<file path="config.mk">
export PLATFORM = sky130hd
export DESIGN_NAME = tcc_timer
export DESIGN_NICKNAME = d
export VERILOG_FILES = /design/src/tcc_pkg.sv /design/src/tcc_edge_if.sv /design/src/tcc_pin_sync.sv /design/src/tcc_timer.sv
export SDC_FILE = /design/constraint.sdc
export NUM_CORES = 2
export LEC_CHECK = 0
export ABC_CLOCK_PERIOD_IN_PS = 3300
export BUFFER_PORTS_ARGS = -buffer_cell sky130_fd_sc_hd__buf_4
export CAP_MARGIN = 30
export CORE_MARGIN = 1
export CORE_UTILIZATION = 40
export CTS_CLUSTER_DIAMETER = 60
export DETAILED_ROUTE_END_ITERATION = 10
export PLACE_DENSITY_LB_ADDON = 0.05
export SLEW_MARGIN = 20
export SYNTH_ARGS = -nofsm -noshare
export SYNTH_HDL_FRONTEND = slang
export SYNTH_SLANG_ARGS = --single-unit
</file>
<file path="constraint.sdc">
create_clock -name aclk -period 3.3 [get_ports aclk]
set_clock_uncertainty 0.2 [all_clocks]
set_input_delay 0.495 -clock aclk [delete_from_list [all_inputs] [get_ports aclk]]
set_output_delay 0.495 -clock aclk [all_outputs]
set_load 0.01 [all_outputs]
</file>
<file path="src/tcc_pkg.sv">
// Shared constants for the five-channel timer control block.
package tcc_pkg;
	localparam int        CH_N        = 5;
	localparam logic [7:0] OFF_START   = 8'h00;
	localparam logic [7:0] OFF_OUTCTL  = 8'h04;
	localparam logic [7:0] OFF_CTL     = 8'h10;
	localparam logic [7:0] OFF_RELOAD  = 8'h30;
	localparam logic [7:0] OFF_COUNT   = 8'h50;
	localparam logic [7:0] OFF_CAPTURE = 8'h70;
	localparam int        B_CAPF      = 9;
	localparam int        B_UNF       = 8;
	localparam int        B_CAPHI     = 7;
	localparam int        B_CAPLO     = 6;
	localparam int        B_UNDERFLOW_IRQ_ENABLE      = 5;
	localparam int        B_EDGEHI    = 4;
	localparam int        B_EDGELO    = 3;
	localparam int        B_PSCHI     = 2;
	localparam logic [15:0] MASK_CH01 = 16'h013f;
	localparam logic [15:0] MASK_CH2  = 16'h03ff;
	localparam logic [15:0] MASK_CH34 = 16'h0127;
	localparam logic [15:0] CTL_RST    = 16'h0000;
	localparam logic [31:0] RELOAD_RST = 32'hffffffff;
	localparam logic [31:0] COUNT_RST  = 32'hffffffff;
	localparam logic [4:0]  START_RST  = 5'h00;
	localparam logic [2:0] PSC_DIV4    = 3'h0;
	localparam logic [2:0] PSC_DIV16   = 3'h1;
	localparam logic [2:0] PSC_DIV64   = 3'h2;
	localparam logic [2:0] PSC_DIV256  = 3'h3;
	localparam logic [2:0] PSC_DIV1024 = 3'h4;
	localparam logic [2:0] PSC_RTC     = 3'h6;
	localparam logic [2:0] PSC_EXT     = 3'h7;
	localparam logic [9:0] DMASK_4     = 10'h003;
	localparam logic [9:0] DMASK_16    = 10'h00f;
	localparam logic [9:0] DMASK_64    = 10'h03f;
	localparam logic [9:0] DMASK_256   = 10'h0ff;
	localparam logic [9:0] DMASK_1024  = 10'h3ff;
	localparam logic [1:0] RESP_OKAY   = 2'h0;
	localparam logic [1:0] RESP_SLVERR = 2'h2;
endpackage : tcc_pkg

</file>
<file path="src/tcc_edge_if.sv">
// Carrier for a synchronised pin level and its edge pulses.
`timescale 1ns/1ns
interface tcc_edge_if;
	logic level;
	logic rise;
	logic fall;
	modport src (output level, output rise, output fall);
	modport dst (input level, input rise, input fall);
endinterface : tcc_edge_if

</file>
<file path="src/tcc_pin_sync.sv">
// Three-stage pin synchroniser with edge detection.
`timescale 1ns/1ns
module tcc_pin_sync (
	input  wire logic clk,
	input  wire logic rstn,
	input  wire logic pin,
	tcc_edge_if.src   e
);
	typedef struct packed {
		logic s1;
		logic s2;
		logic s3;
		logic level;
		logic rise;
		logic fall;
	} tcc_sync_s;

	tcc_sync_s q;
	tcc_sync_s n;

	// A change is accepted only when the second and third stages agree.
	always_comb begin
		n      = q;
		n.s1   = pin;
		n.s2   = q.s1;
		n.s3   = q.s2;
		n.rise = 1'b0;
		n.fall = 1'b0;
		if (q.s2 == q.s3 && q.s3 != q.level) begin
			n.level = q.s3;
			n.rise  = q.s3;
			n.fall  = ~q.s3;
		end
	end

	always_ff @(posedge clk) begin
		if (!rstn) begin
			q <= '0;
		end else begin
			q <= n;
		end
	end

	assign e.level = q.level;
	assign e.rise  = q.rise;
	assign e.fall  = q.fall;
endmodule : tcc_pin_sync

</file>
<file path="src/tcc_timer.sv">
// Five-channel down-counting timer with control, capture and AXI4-Lite access.
//
// Design decisions made here: the register offsets and the AXI4-Lite register port.
`timescale 1ns/1ns
module tcc_timer
	import tcc_pkg::*;
#(
	parameter int CNT_W = 32
) (
	input  wire logic              aclk,
	input  wire logic              aresetn,
	input  wire logic [7:0]        awaddr,
	input  wire logic              awvalid,
	output logic                   awready,
	input  wire logic [31:0]       wdata,
	input  wire logic [3:0]        wstrb,
	input  wire logic              wvalid,
	output logic                   wready,
	output logic [1:0]             bresp,
	output logic                   bvalid,
	input  wire logic              bready,
	input  wire logic [7:0]        araddr,
	input  wire logic              arvalid,
	output logic                   arready,
	output logic [31:0]            rdata,
	output logic [1:0]             rresp,
	output logic                   rvalid,
	input  wire logic              rready,
	input  wire logic              ext_timer_clock_pin_i,
	output logic                   ext_timer_clock_pin_o,
	output logic                   ext_timer_clock_pin_oe,
	input  wire logic              rtc_clk_i,
	input  wire logic              module_standby,
	output logic                   dma_req,
	input  wire logic              dma_ack,
	output logic [CH_N-1:0]        underflow_irq,
	output logic                   capture_irq
);
	typedef struct packed {
		logic                        awready;
		logic                        wready;
		logic                        bvalid;
		logic [1:0]                  bresp;
		logic                        arready;
		logic                        rvalid;
		logic [1:0]                  rresp;
		logic [31:0]                 rdata;
		logic                        aw_have;
		logic                        w_have;
		logic [7:0]                  waddr;
		logic [31:0]                 wdat;
		logic [3:0]                  wstb;
		logic [CH_N-1:0]             start;
		logic                        pin_oe;
		logic [CH_N-1:0][15:0]       ctl;
		logic [CH_N-1:0][CNT_W-1:0]  reload;
		logic [CH_N-1:0][CNT_W-1:0]  cnt;
		logic [CNT_W-1:0]            capture;
		logic [9:0]                  div;
		logic                        dma_req;
		logic [CH_N-1:0]             unf_irq;
		logic                        cap_irq;
		logic                        ext_timer_clock_pin_o;
	} tcc_state_s;

	tcc_state_s      q;
	tcc_state_s      n;
	logic [CH_N-1:0] uf_evt;
	logic            cap_evt;
	logic            wr_go;

	tcc_edge_if ext_timer_clock_pin_e ();
	tcc_edge_if rtc_e ();

	tcc_pin_sync u_ext_timer_clock_pin_sync (
		.clk  (aclk),
		.rstn (aresetn),
		.pin  (ext_timer_clock_pin_i),
		.e    (ext_timer_clock_pin_e)
	);

	tcc_pin_sync u_rtc_sync (
		.clk  (aclk),
		.rstn (aresetn),
		.pin  (rtc_clk_i),
		.e    (rtc_e)
	);

	function automatic logic [15:0] ctl_mask(input int ch);
		if (ch == 2) begin
			return MASK_CH2;
		end else if (ch >= 3) begin
			return MASK_CH34;
		end
		return MASK_CH01;
	endfunction : ctl_mask

	function automatic logic edge_hit(input logic [1:0] e, input logic r, input logic f);
		if (e[1]) begin
			return r | f;
		end
		return e[0] ? f : r;
	endfunction : edge_hit

	// Channels 3 and 4 never tick on RTC, external or reserved codes.
	function automatic logic psc_tick(input logic [2:0] sel, input logic [9:0] dv,
			input logic rtc, input logic ext, input int ch);
		unique case (sel)
			PSC_DIV4:    return (dv & DMASK_4) == DMASK_4;
			PSC_DIV16:   return (dv & DMASK_16) == DMASK_16;
			PSC_DIV64:   return (dv & DMASK_64) == DMASK_64;
			PSC_DIV256:  return (dv & DMASK_256) == DMASK_256;
			PSC_DIV1024: return (dv & DMASK_1024) == DMASK_1024;
			PSC_RTC:     return (ch < 3) && rtc;
			PSC_EXT:     return (ch < 3) && ext;
			default:     return 1'b0;
		endcase
	endfunction : psc_tick

	function automatic logic [31:0] lane_merge(input logic [31:0] old, input logic [31:0] d,
			input logic [3:0] s);
		logic [31:0] m;
		m = {{8{s[3]}}, {8{s[2]}}, {8{s[1]}}, {8{s[0]}}};
		return (old & ~m) | (d & m);
	endfunction : lane_merge

	always_comb begin
		logic [31:0] rd;
		logic        ok;
		logic        tick;
		logic [15:0] wm;
		logic [2:0]  sel;
		rd      = 32'h00000000;
		ok      = 1'b0;
		tick    = 1'b0;
		wm      = 16'h0000;
		sel     = 3'h0;
		n       = q;
		uf_evt  = '0;
		cap_evt = 1'b0;
		wr_go   = q.aw_have & q.w_have & ~q.bvalid;
		n.div   = q.div + 10'h001;
		n.ext_timer_clock_pin_o = rtc_e.level;

		// Counting first, so that a software write to a counter overrides it.
		for (int i = 0; i < CH_N; i++) begin
			sel  = q.ctl[i][B_PSCHI:0];
			tick = q.start[i] & psc_tick(sel, q.div, rtc_e.rise,
				edge_hit(q.ctl[i][B_EDGEHI:B_EDGELO], ext_timer_clock_pin_e.rise, ext_timer_clock_pin_e.fall), i);
			// Gated clocks halt in standby; the RTC source keeps running.
			tick = tick & (~module_standby | (sel == PSC_RTC));
			if (tick) begin
				if (q.cnt[i] == '0) begin
					uf_evt[i] = 1'b1;
					n.cnt[i]  = q.reload[i];
				end else begin
					n.cnt[i] = q.cnt[i] - CNT_W'(1);
				end
			end
		end

		// Code 01 has bit 7 clear, so the reserved setting leaves capture off.
		cap_evt = q.ctl[2][B_CAPHI] & ~module_standby &
			edge_hit(q.ctl[2][B_EDGEHI:B_EDGELO], ext_timer_clock_pin_e.rise, ext_timer_clock_pin_e.fall);
		if (cap_evt && !q.ctl[2][B_CAPF]) begin
			n.capture = q.cnt[2];
		end
		if (dma_ack) begin
			n.dma_req = 1'b0;
		end
		if (cap_evt && !q.dma_req) begin
			n.dma_req = 1'b1;
		end

		if (awvalid && q.awready) begin
			n.aw_have = 1'b1;
			n.awready = 1'b0;
			n.waddr   = awaddr;
		end
		if (wvalid && q.wready) begin
			n.w_have = 1'b1;
			n.wready = 1'b0;
			n.wdat   = wdata;
			n.wstb   = wstrb;
		end
		if (q.bvalid && bready) begin
			n.bvalid  = 1'b0;
			n.awready = 1'b1;
			n.wready  = 1'b1;
		end
		if (wr_go) begin
			n.aw_have = 1'b0;
			n.w_have  = 1'b0;
			n.bvalid  = 1'b1;
			ok        = 1'b0;
			if (q.waddr == OFF_START) begin
				ok = 1'b1;
				if (q.wstb[0]) begin
					n.start = q.wdat[CH_N-1:0];
				end
			end
			if (q.waddr == OFF_OUTCTL) begin
				ok = 1'b1;
				if (q.wstb[0]) begin
					n.pin_oe = q.wdat[0];
				end
			end
			for (int i = 0; i < CH_N; i++) begin
				if (q.waddr == OFF_CTL + 8'(4 * i)) begin
					ok = 1'b1;
					wm = ctl_mask(i) & {{8{q.wstb[1]}}, {8{q.wstb[0]}}};
					wm[B_UNF]  = 1'b0;
					wm[B_CAPF] = 1'b0;
					n.ctl[i] = (q.ctl[i] & ~wm) | (q.wdat[15:0] & wm);
					// A written one leaves the flags untouched.
					if (q.wstb[1] && !q.wdat[B_UNF]) begin
						n.ctl[i][B_UNF] = 1'b0;
					end
					if (i == 2 && q.wstb[1] && !q.wdat[B_CAPF]) begin
						n.ctl[i][B_CAPF] = 1'b0;
					end
				end
				if (q.waddr == OFF_RELOAD + 8'(4 * i)) begin
					ok = 1'b1;
					n.reload[i] = CNT_W'(lane_merge(32'(q.reload[i]), q.wdat, q.wstb));
				end
				if (q.waddr == OFF_COUNT + 8'(4 * i)) begin
					ok = 1'b1;
					n.cnt[i] = CNT_W'(lane_merge(32'(q.cnt[i]), q.wdat, q.wstb));
				end
			end
			if (q.waddr == OFF_CAPTURE) begin
				ok = 1'b1;
			end
			n.bresp = ok ? RESP_OKAY : RESP_SLVERR;
		end

		// Hardware sets after the software clear, so a same-cycle event wins.
		for (int i = 0; i < CH_N; i++) begin
			if (uf_evt[i]) begin
				n.ctl[i][B_UNF] = 1'b1;
			end
		end
		if (cap_evt) begin
			n.ctl[2][B_CAPF] = 1'b1;
		end

		if (q.rvalid && rready) begin
			n.rvalid  = 1'b0;
			n.arready = 1'b1;
		end
		if (arvalid && q.arready) begin
			ok = 1'b0;
			rd = 32'h00000000;
			if (araddr == OFF_START) begin
				ok = 1'b1;
				rd = 32'(q.start);
			end
			if (araddr == OFF_OUTCTL) begin
				ok = 1'b1;
				rd = 32'(q.pin_oe);
			end
			for (int i = 0; i < CH_N; i++) begin
				if (araddr == OFF_CTL + 8'(4 * i)) begin
					ok = 1'b1;
					rd = 32'(q.ctl[i] & ctl_mask(i));
				end
				if (araddr == OFF_RELOAD + 8'(4 * i)) begin
					ok = 1'b1;
					rd = 32'(q.reload[i]);
				end
				if (araddr == OFF_COUNT + 8'(4 * i)) begin
					ok = 1'b1;
					rd = 32'(q.cnt[i]);
				end
			end
			if (araddr == OFF_CAPTURE) begin
				ok = 1'b1;
				rd = 32'(q.capture);
			end
			n.rvalid  = 1'b1;
			n.arready = 1'b0;
			n.rdata   = rd;
			n.rresp   = ok ? RESP_OKAY : RESP_SLVERR;
		end

		for (int i = 0; i < CH_N; i++) begin
			n.unf_irq[i] = n.ctl[i][B_UNF] & n.ctl[i][B_UNDERFLOW_IRQ_ENABLE];
		end
		n.cap_irq = n.ctl[2][B_CAPF] & n.ctl[2][B_CAPHI] & n.ctl[2][B_CAPLO];
	end

	always_ff @(posedge aclk) begin
		if (!aresetn) begin
			q         <= '0;
			q.awready <= 1'b1;
			q.wready  <= 1'b1;
			q.arready <= 1'b1;
			q.start   <= START_RST;
			q.ctl     <= {CH_N{CTL_RST}};
			q.reload  <= {CH_N{CNT_W'(RELOAD_RST)}};
			q.cnt     <= {CH_N{CNT_W'(COUNT_RST)}};
		end else begin
			q <= n;
		end
	end

	assign awready       = q.awready;
	assign wready        = q.wready;
	assign bvalid        = q.bvalid;
	assign bresp         = q.bresp;
	assign arready       = q.arready;
	assign rvalid        = q.rvalid;
	assign rresp         = q.rresp;
	assign rdata         = q.rdata;
	assign ext_timer_clock_pin_o        = q.ext_timer_clock_pin_o;
	assign ext_timer_clock_pin_oe       = q.pin_oe;
	assign dma_req       = q.dma_req;
	assign underflow_irq = q.unf_irq;
	assign capture_irq   = q.cap_irq;
endmodule : tcc_timer

</file>
-- Yosys cells after proc, flatten, opt, wreduce, memory -nomap -nowiden
Cells that the tools add are included.
W data, S select, Z words.
- eq/ne operators: 71
- reduce and logical (&&, ||, !) cells: 46
- bitwise logic cells: 77
- multiply operators: 0
- multiplexer cells: 159
- add/sub/neg operators: 6
- order comparisons: 0
- divide/modulo/power cells: 0
- shift-type cells: 0
- operators by type and width (operator ; count):
    $mux W32 ; 36
    $mux W393 ; 1
    $and A32 B32 Y32 ; 11
    $or A32 B32 Y32 ; 10
    $mux W16 ; 16
    $and A16 B16 Y16 ; 14
    $logic_not A32 Y1 ; 5
    $sub A32 B1 Y32 const B ; 5
    $eq A8 B7 Y1 const B ; 14
    $mux W1 ; 87
    $eq A8 B6 Y1 const B ; 10
    $or A16 B16 Y16 ; 5
    $eq A8 B5 Y1 const B ; 8
    $not A16 Y16 ; 3
    $eq A3 B3 Y1 const B ; 13
    $mux W36 ; 1
    $not A32 Y32 ; 1
    $eq A3 B2 Y1 const B ; 10
    $mux W5 ; 6
    $reduce_and A2 Y1 ; 12
    $and A1 B1 Y1 ; 21
    $pmux W1 S7 ; 3
    $mux W10 ; 2
    $and A16 B6 Y16 ; 1
    other kinds (24) ; 64
- bits in latches: 0
- memories: 0
- logic and storage cells: 411
- RAM bits: 0
- ROM bits: 0
- register bits: 554

-- Longest topological paths before layout
- depth in word-level cells: 22
- mapped depth: 11

-- Cells and area by module
A second synthesis with hierarchy kept.
- cells, all modules: 3687
- area total of the unflattened synthesis: 27759.1 sq um
- by module, submodules not included (module ; seq. area each (sq um) ; cells each ; instances ; area each (sq um)):
    tcc_timer ; 9909.5 ; 3657 ; 1 ; 27408.8
    tcc_pin_sync ; 120.1 ; 15 ; 2 ; 175.2

-- Least setup slack after synthesis
OpenSTA, ideal clock, no wires.
- path type: register -> register
- from: reg (tool-made name)
- to: reg (tool-made name)
- stages on the path, launching flop included: 11
- library setup time: 0.141 ns
- path slack: 0.401 ns
- buffers on the path: 4
- data arrival time: 2.558 ns
- required time: 2.959 ns
- period minus slack after synthesis: 2.899 ns
- cells stage by stage: dfxtp_1 > buf_6 > or4_4 > or3_1 > buf_6 > or4_4 > buf_6 > buf_8 > o22a_1 > o221ai_1 > o211ai_1

==> flow_summary.json <==
{
  "grt-ovfl-total": 0,
  "slowest_stage": "or3_1",
  "rows": 96,
  "worst-path-buf-inv": 3,
  "syn_area_um2": 27900,
  "die_x_um": 266,
  "ff_latch_area_um2": 10100,
  "yosys-top-cells-count": "nand2_1 (634), dfxtp_1 (506), nor2_1 (326), a21oi_1 (283), nand3_1 (259)",
  "dp_slack_ns": -0.109,
  "drive_above_1_share_pct": 13.1,
  "first_global_vias": 28500,
  "rsz0062_at_grt": "false",
  "synth.most_common_cell": "nand2_1",
  "required_ns": 3.56,
  "met1_length_um": 59000,
  "cts_tree": "built",
  "coreArea_um2": 68700,
  "fin_setup_tns_ns": 0,
  "startpoint_type": "flop",
  "min_period_over_period_pct": 99.0,
  "yosys_warnings": 0,
  "whs_ns": 0.0446,
  "place_congestion": 1.03,
  "start_util_pct": 40.6,
  "die_h_um": 266,
  "fmax_mhz": 306,
  "vias_per_cell": 6.36,
  "crit_arrival_ns": 3.52,
  "grt_max_degree": 108,
  "track_usage_pct": 37.0,
  "synth_cell_types": 94,
  "vias": 30800,
  "synth_area_leader_cell": "dfxtp_1",
  "area_growth_pct": 18.8,
  "top_layer": "met5",
  "cts_num_sinks": 506,
  "clk_latency_ns": 0.61,
  "numCtsBuffers": 67,
  "crit_path_frequent_cell": "buf_4",
  "cts_max_path_buffers": 3,
  "routed-wl-met2_um": 56500,
  "synth.area.top_cells": "dfxtp_1 (36%), nand2_1 (8.5%), a21oi_1 (5.1%), nand3_1 (4.7%), mux2i_1 (4.6%)",
  "setup_slack_ns": 0.0339,
  "ys_ff_latch": 506,
  "synth_top_area_share_pct": 36.4,
  "num_io_pins": 113,
  "post-dp-hpwl_um": 101000,
  "cp_cell_sequence": "ha_1, inv_1, or3_1, nor3_1, buf_4, o311a_1, nand2_1, buf_4, o211ai_1, o2111ai_1",
  "hold_viol": 0,
  "met3_length_um": 14500,
  "peakVddDrop_mv": 0.360,
  "antenna_found_initial": 4,
  "hold_path.class": "input pin to flop",
  "drv_cap": 0,
  "fillers": 6913,
  "relSlewSlack_pct": 28.2,
  "endpoint_kind": "flop",
  "p_per_area_nw_per_um2": 445,
  "power_mw": 14.7,
  "period_needed_ns": 3.27,
  "antenna_left": 0,
  "tightest_slew_ns": 1.07,
  "critPathMaxFanout": 7,
  "multi_input_area_um2": 16100,
  "num-nets-final": 3926,
  "syn_inst": 3728,
  "critPathMaxStageDelay_ns": 0.45,
  "drt-wirelength-per-cell_um": 27.6,
  "grt_pass1_wl_um": 195000,
  "syn_avg_cell_area_um2": 7.47,
  "initialDrtViolationCount": 4200,
  "final-setup-viol-count": 0,
  "htree_levels": 3,
  "critPathKind": "flop to flop",
  "synthFlopType": "dfxtp_1",
  "cts-root-buf": "clkbuf_16",
  "status": "completed",
  "firstDrtPassIters": 8,
  "synth_edf_count": 0,
  "power_leakage_nw": 12.5,
  "remaining_drc_errors": 0,
  "die_area_um2": 70700,
  "crit_family": "simple AND/OR/NAND/NOR gates",
  "clk_pin_slew_worst_paths_ns": 0.06,
  "drv_slew": 0,
  "io_buffers": 110,
  "routed_wl_um": 134000,
  "ys_seq_area_share_pct": 36.4,
  "async_reset_ff_share_pct": 0
}
report_power, final:
group	leakage (nW)	switching [mW]	internal, mW
sequential	4.11	0.171	6.19
combinational	7.35	0.660	0.392
clock	1.06	2.96	4.37
worst reg2reg max path, delay by kind of cell (launching register included):
family,cells,cell delay (ns)
AND/OR/NAND/NOR,3,1.06
AO/OA/AOI/OAI,3,0.73
buffers and inverters,3,0.54
flip-flops,1,0.40
adder cells (fa/ha/maj),1,0.20
timing repair:
| item | CTS | global route |
|---|---|---|
| setup buffers | 0 | 0 |
| endpoints found under the setup margin | 0 | 1 |
| resized for setup | 0 | 1 |
| endpoints found under the hold margin | 58 | 0 |
| hold buffers | 53 | 0 |
cells by family after synthesis:
group,share of synthesized area [%]
xor gates and xnor gates,0.314
muxes,5.21
DFF,36.4
and+or+nand+nor,27.3
buffers and inverters,6.16
other,0.0135
AOI/OAI and AO/OA,24.4
adders and majority gates,0.269
path summary, 6_finish.rpt:
path	start	endpoint	slack [ns]	cells after the start
min	awvalid	q[501]	0.04	3
min reg2reg	u_ext_timer_clock_pin_sync.n[4]	u_ext_timer_clock_pin_sync.n[3]	0.23	1
max	q[9]	flop	0.03	10
max reg2reg	q[9]	flop	0.03	10
cell usage in the layout (no fill, tap or decap), types with 42 or more instances in the layout:
master,Yosys,routed
a211oi_1,42,42
a21oi_1,283,283
a22oi_1,59,59
a31oi_1,70,70
buf_4,43,324
clkbuf_16,0,71
dfxtp_1,506,502
dlygate4sd3_1,0,53
inv_1,61,60
mux2i_1,127,127
nand2_1,634,634
nand3_1,259,259
nor2_1,326,318
nor3_1,86,86
nor4_1,51,51
o211ai_1,45,45
o21ai_0,197,196
routing by layer:
layer	up-vias	GRT usage [%]
met2	1671	54.6
met3	197	8.35
met4	2	11.3
met5	-	0
li1	13900	-
met1	15000	53.1
stage by stage:
stage | cells | utilization, % | area, um2
after detailed placement | 4666 | 44.2 | 30400
after floorplan | 3729 | - | 27900
after global routing | 4837 | 48.2 | 33100
after CTS | 4837 | 48.2 | 33100
after global placement | 4664 | 44.2 | 30400
final | 4839 | 48.2 | 33100
cell type report:
class,count,area share (%)
clock inverter,16,0.476
inverter,62,0.718
sequential,506,30.6
tap,931,3.52
timing repair buffer,395,9.98
clock buffer,102,6.08
antenna,2,0.0151
multi-input combinational,2825,48.6
No activity file was read; power rests on OpenSTA's default activity.
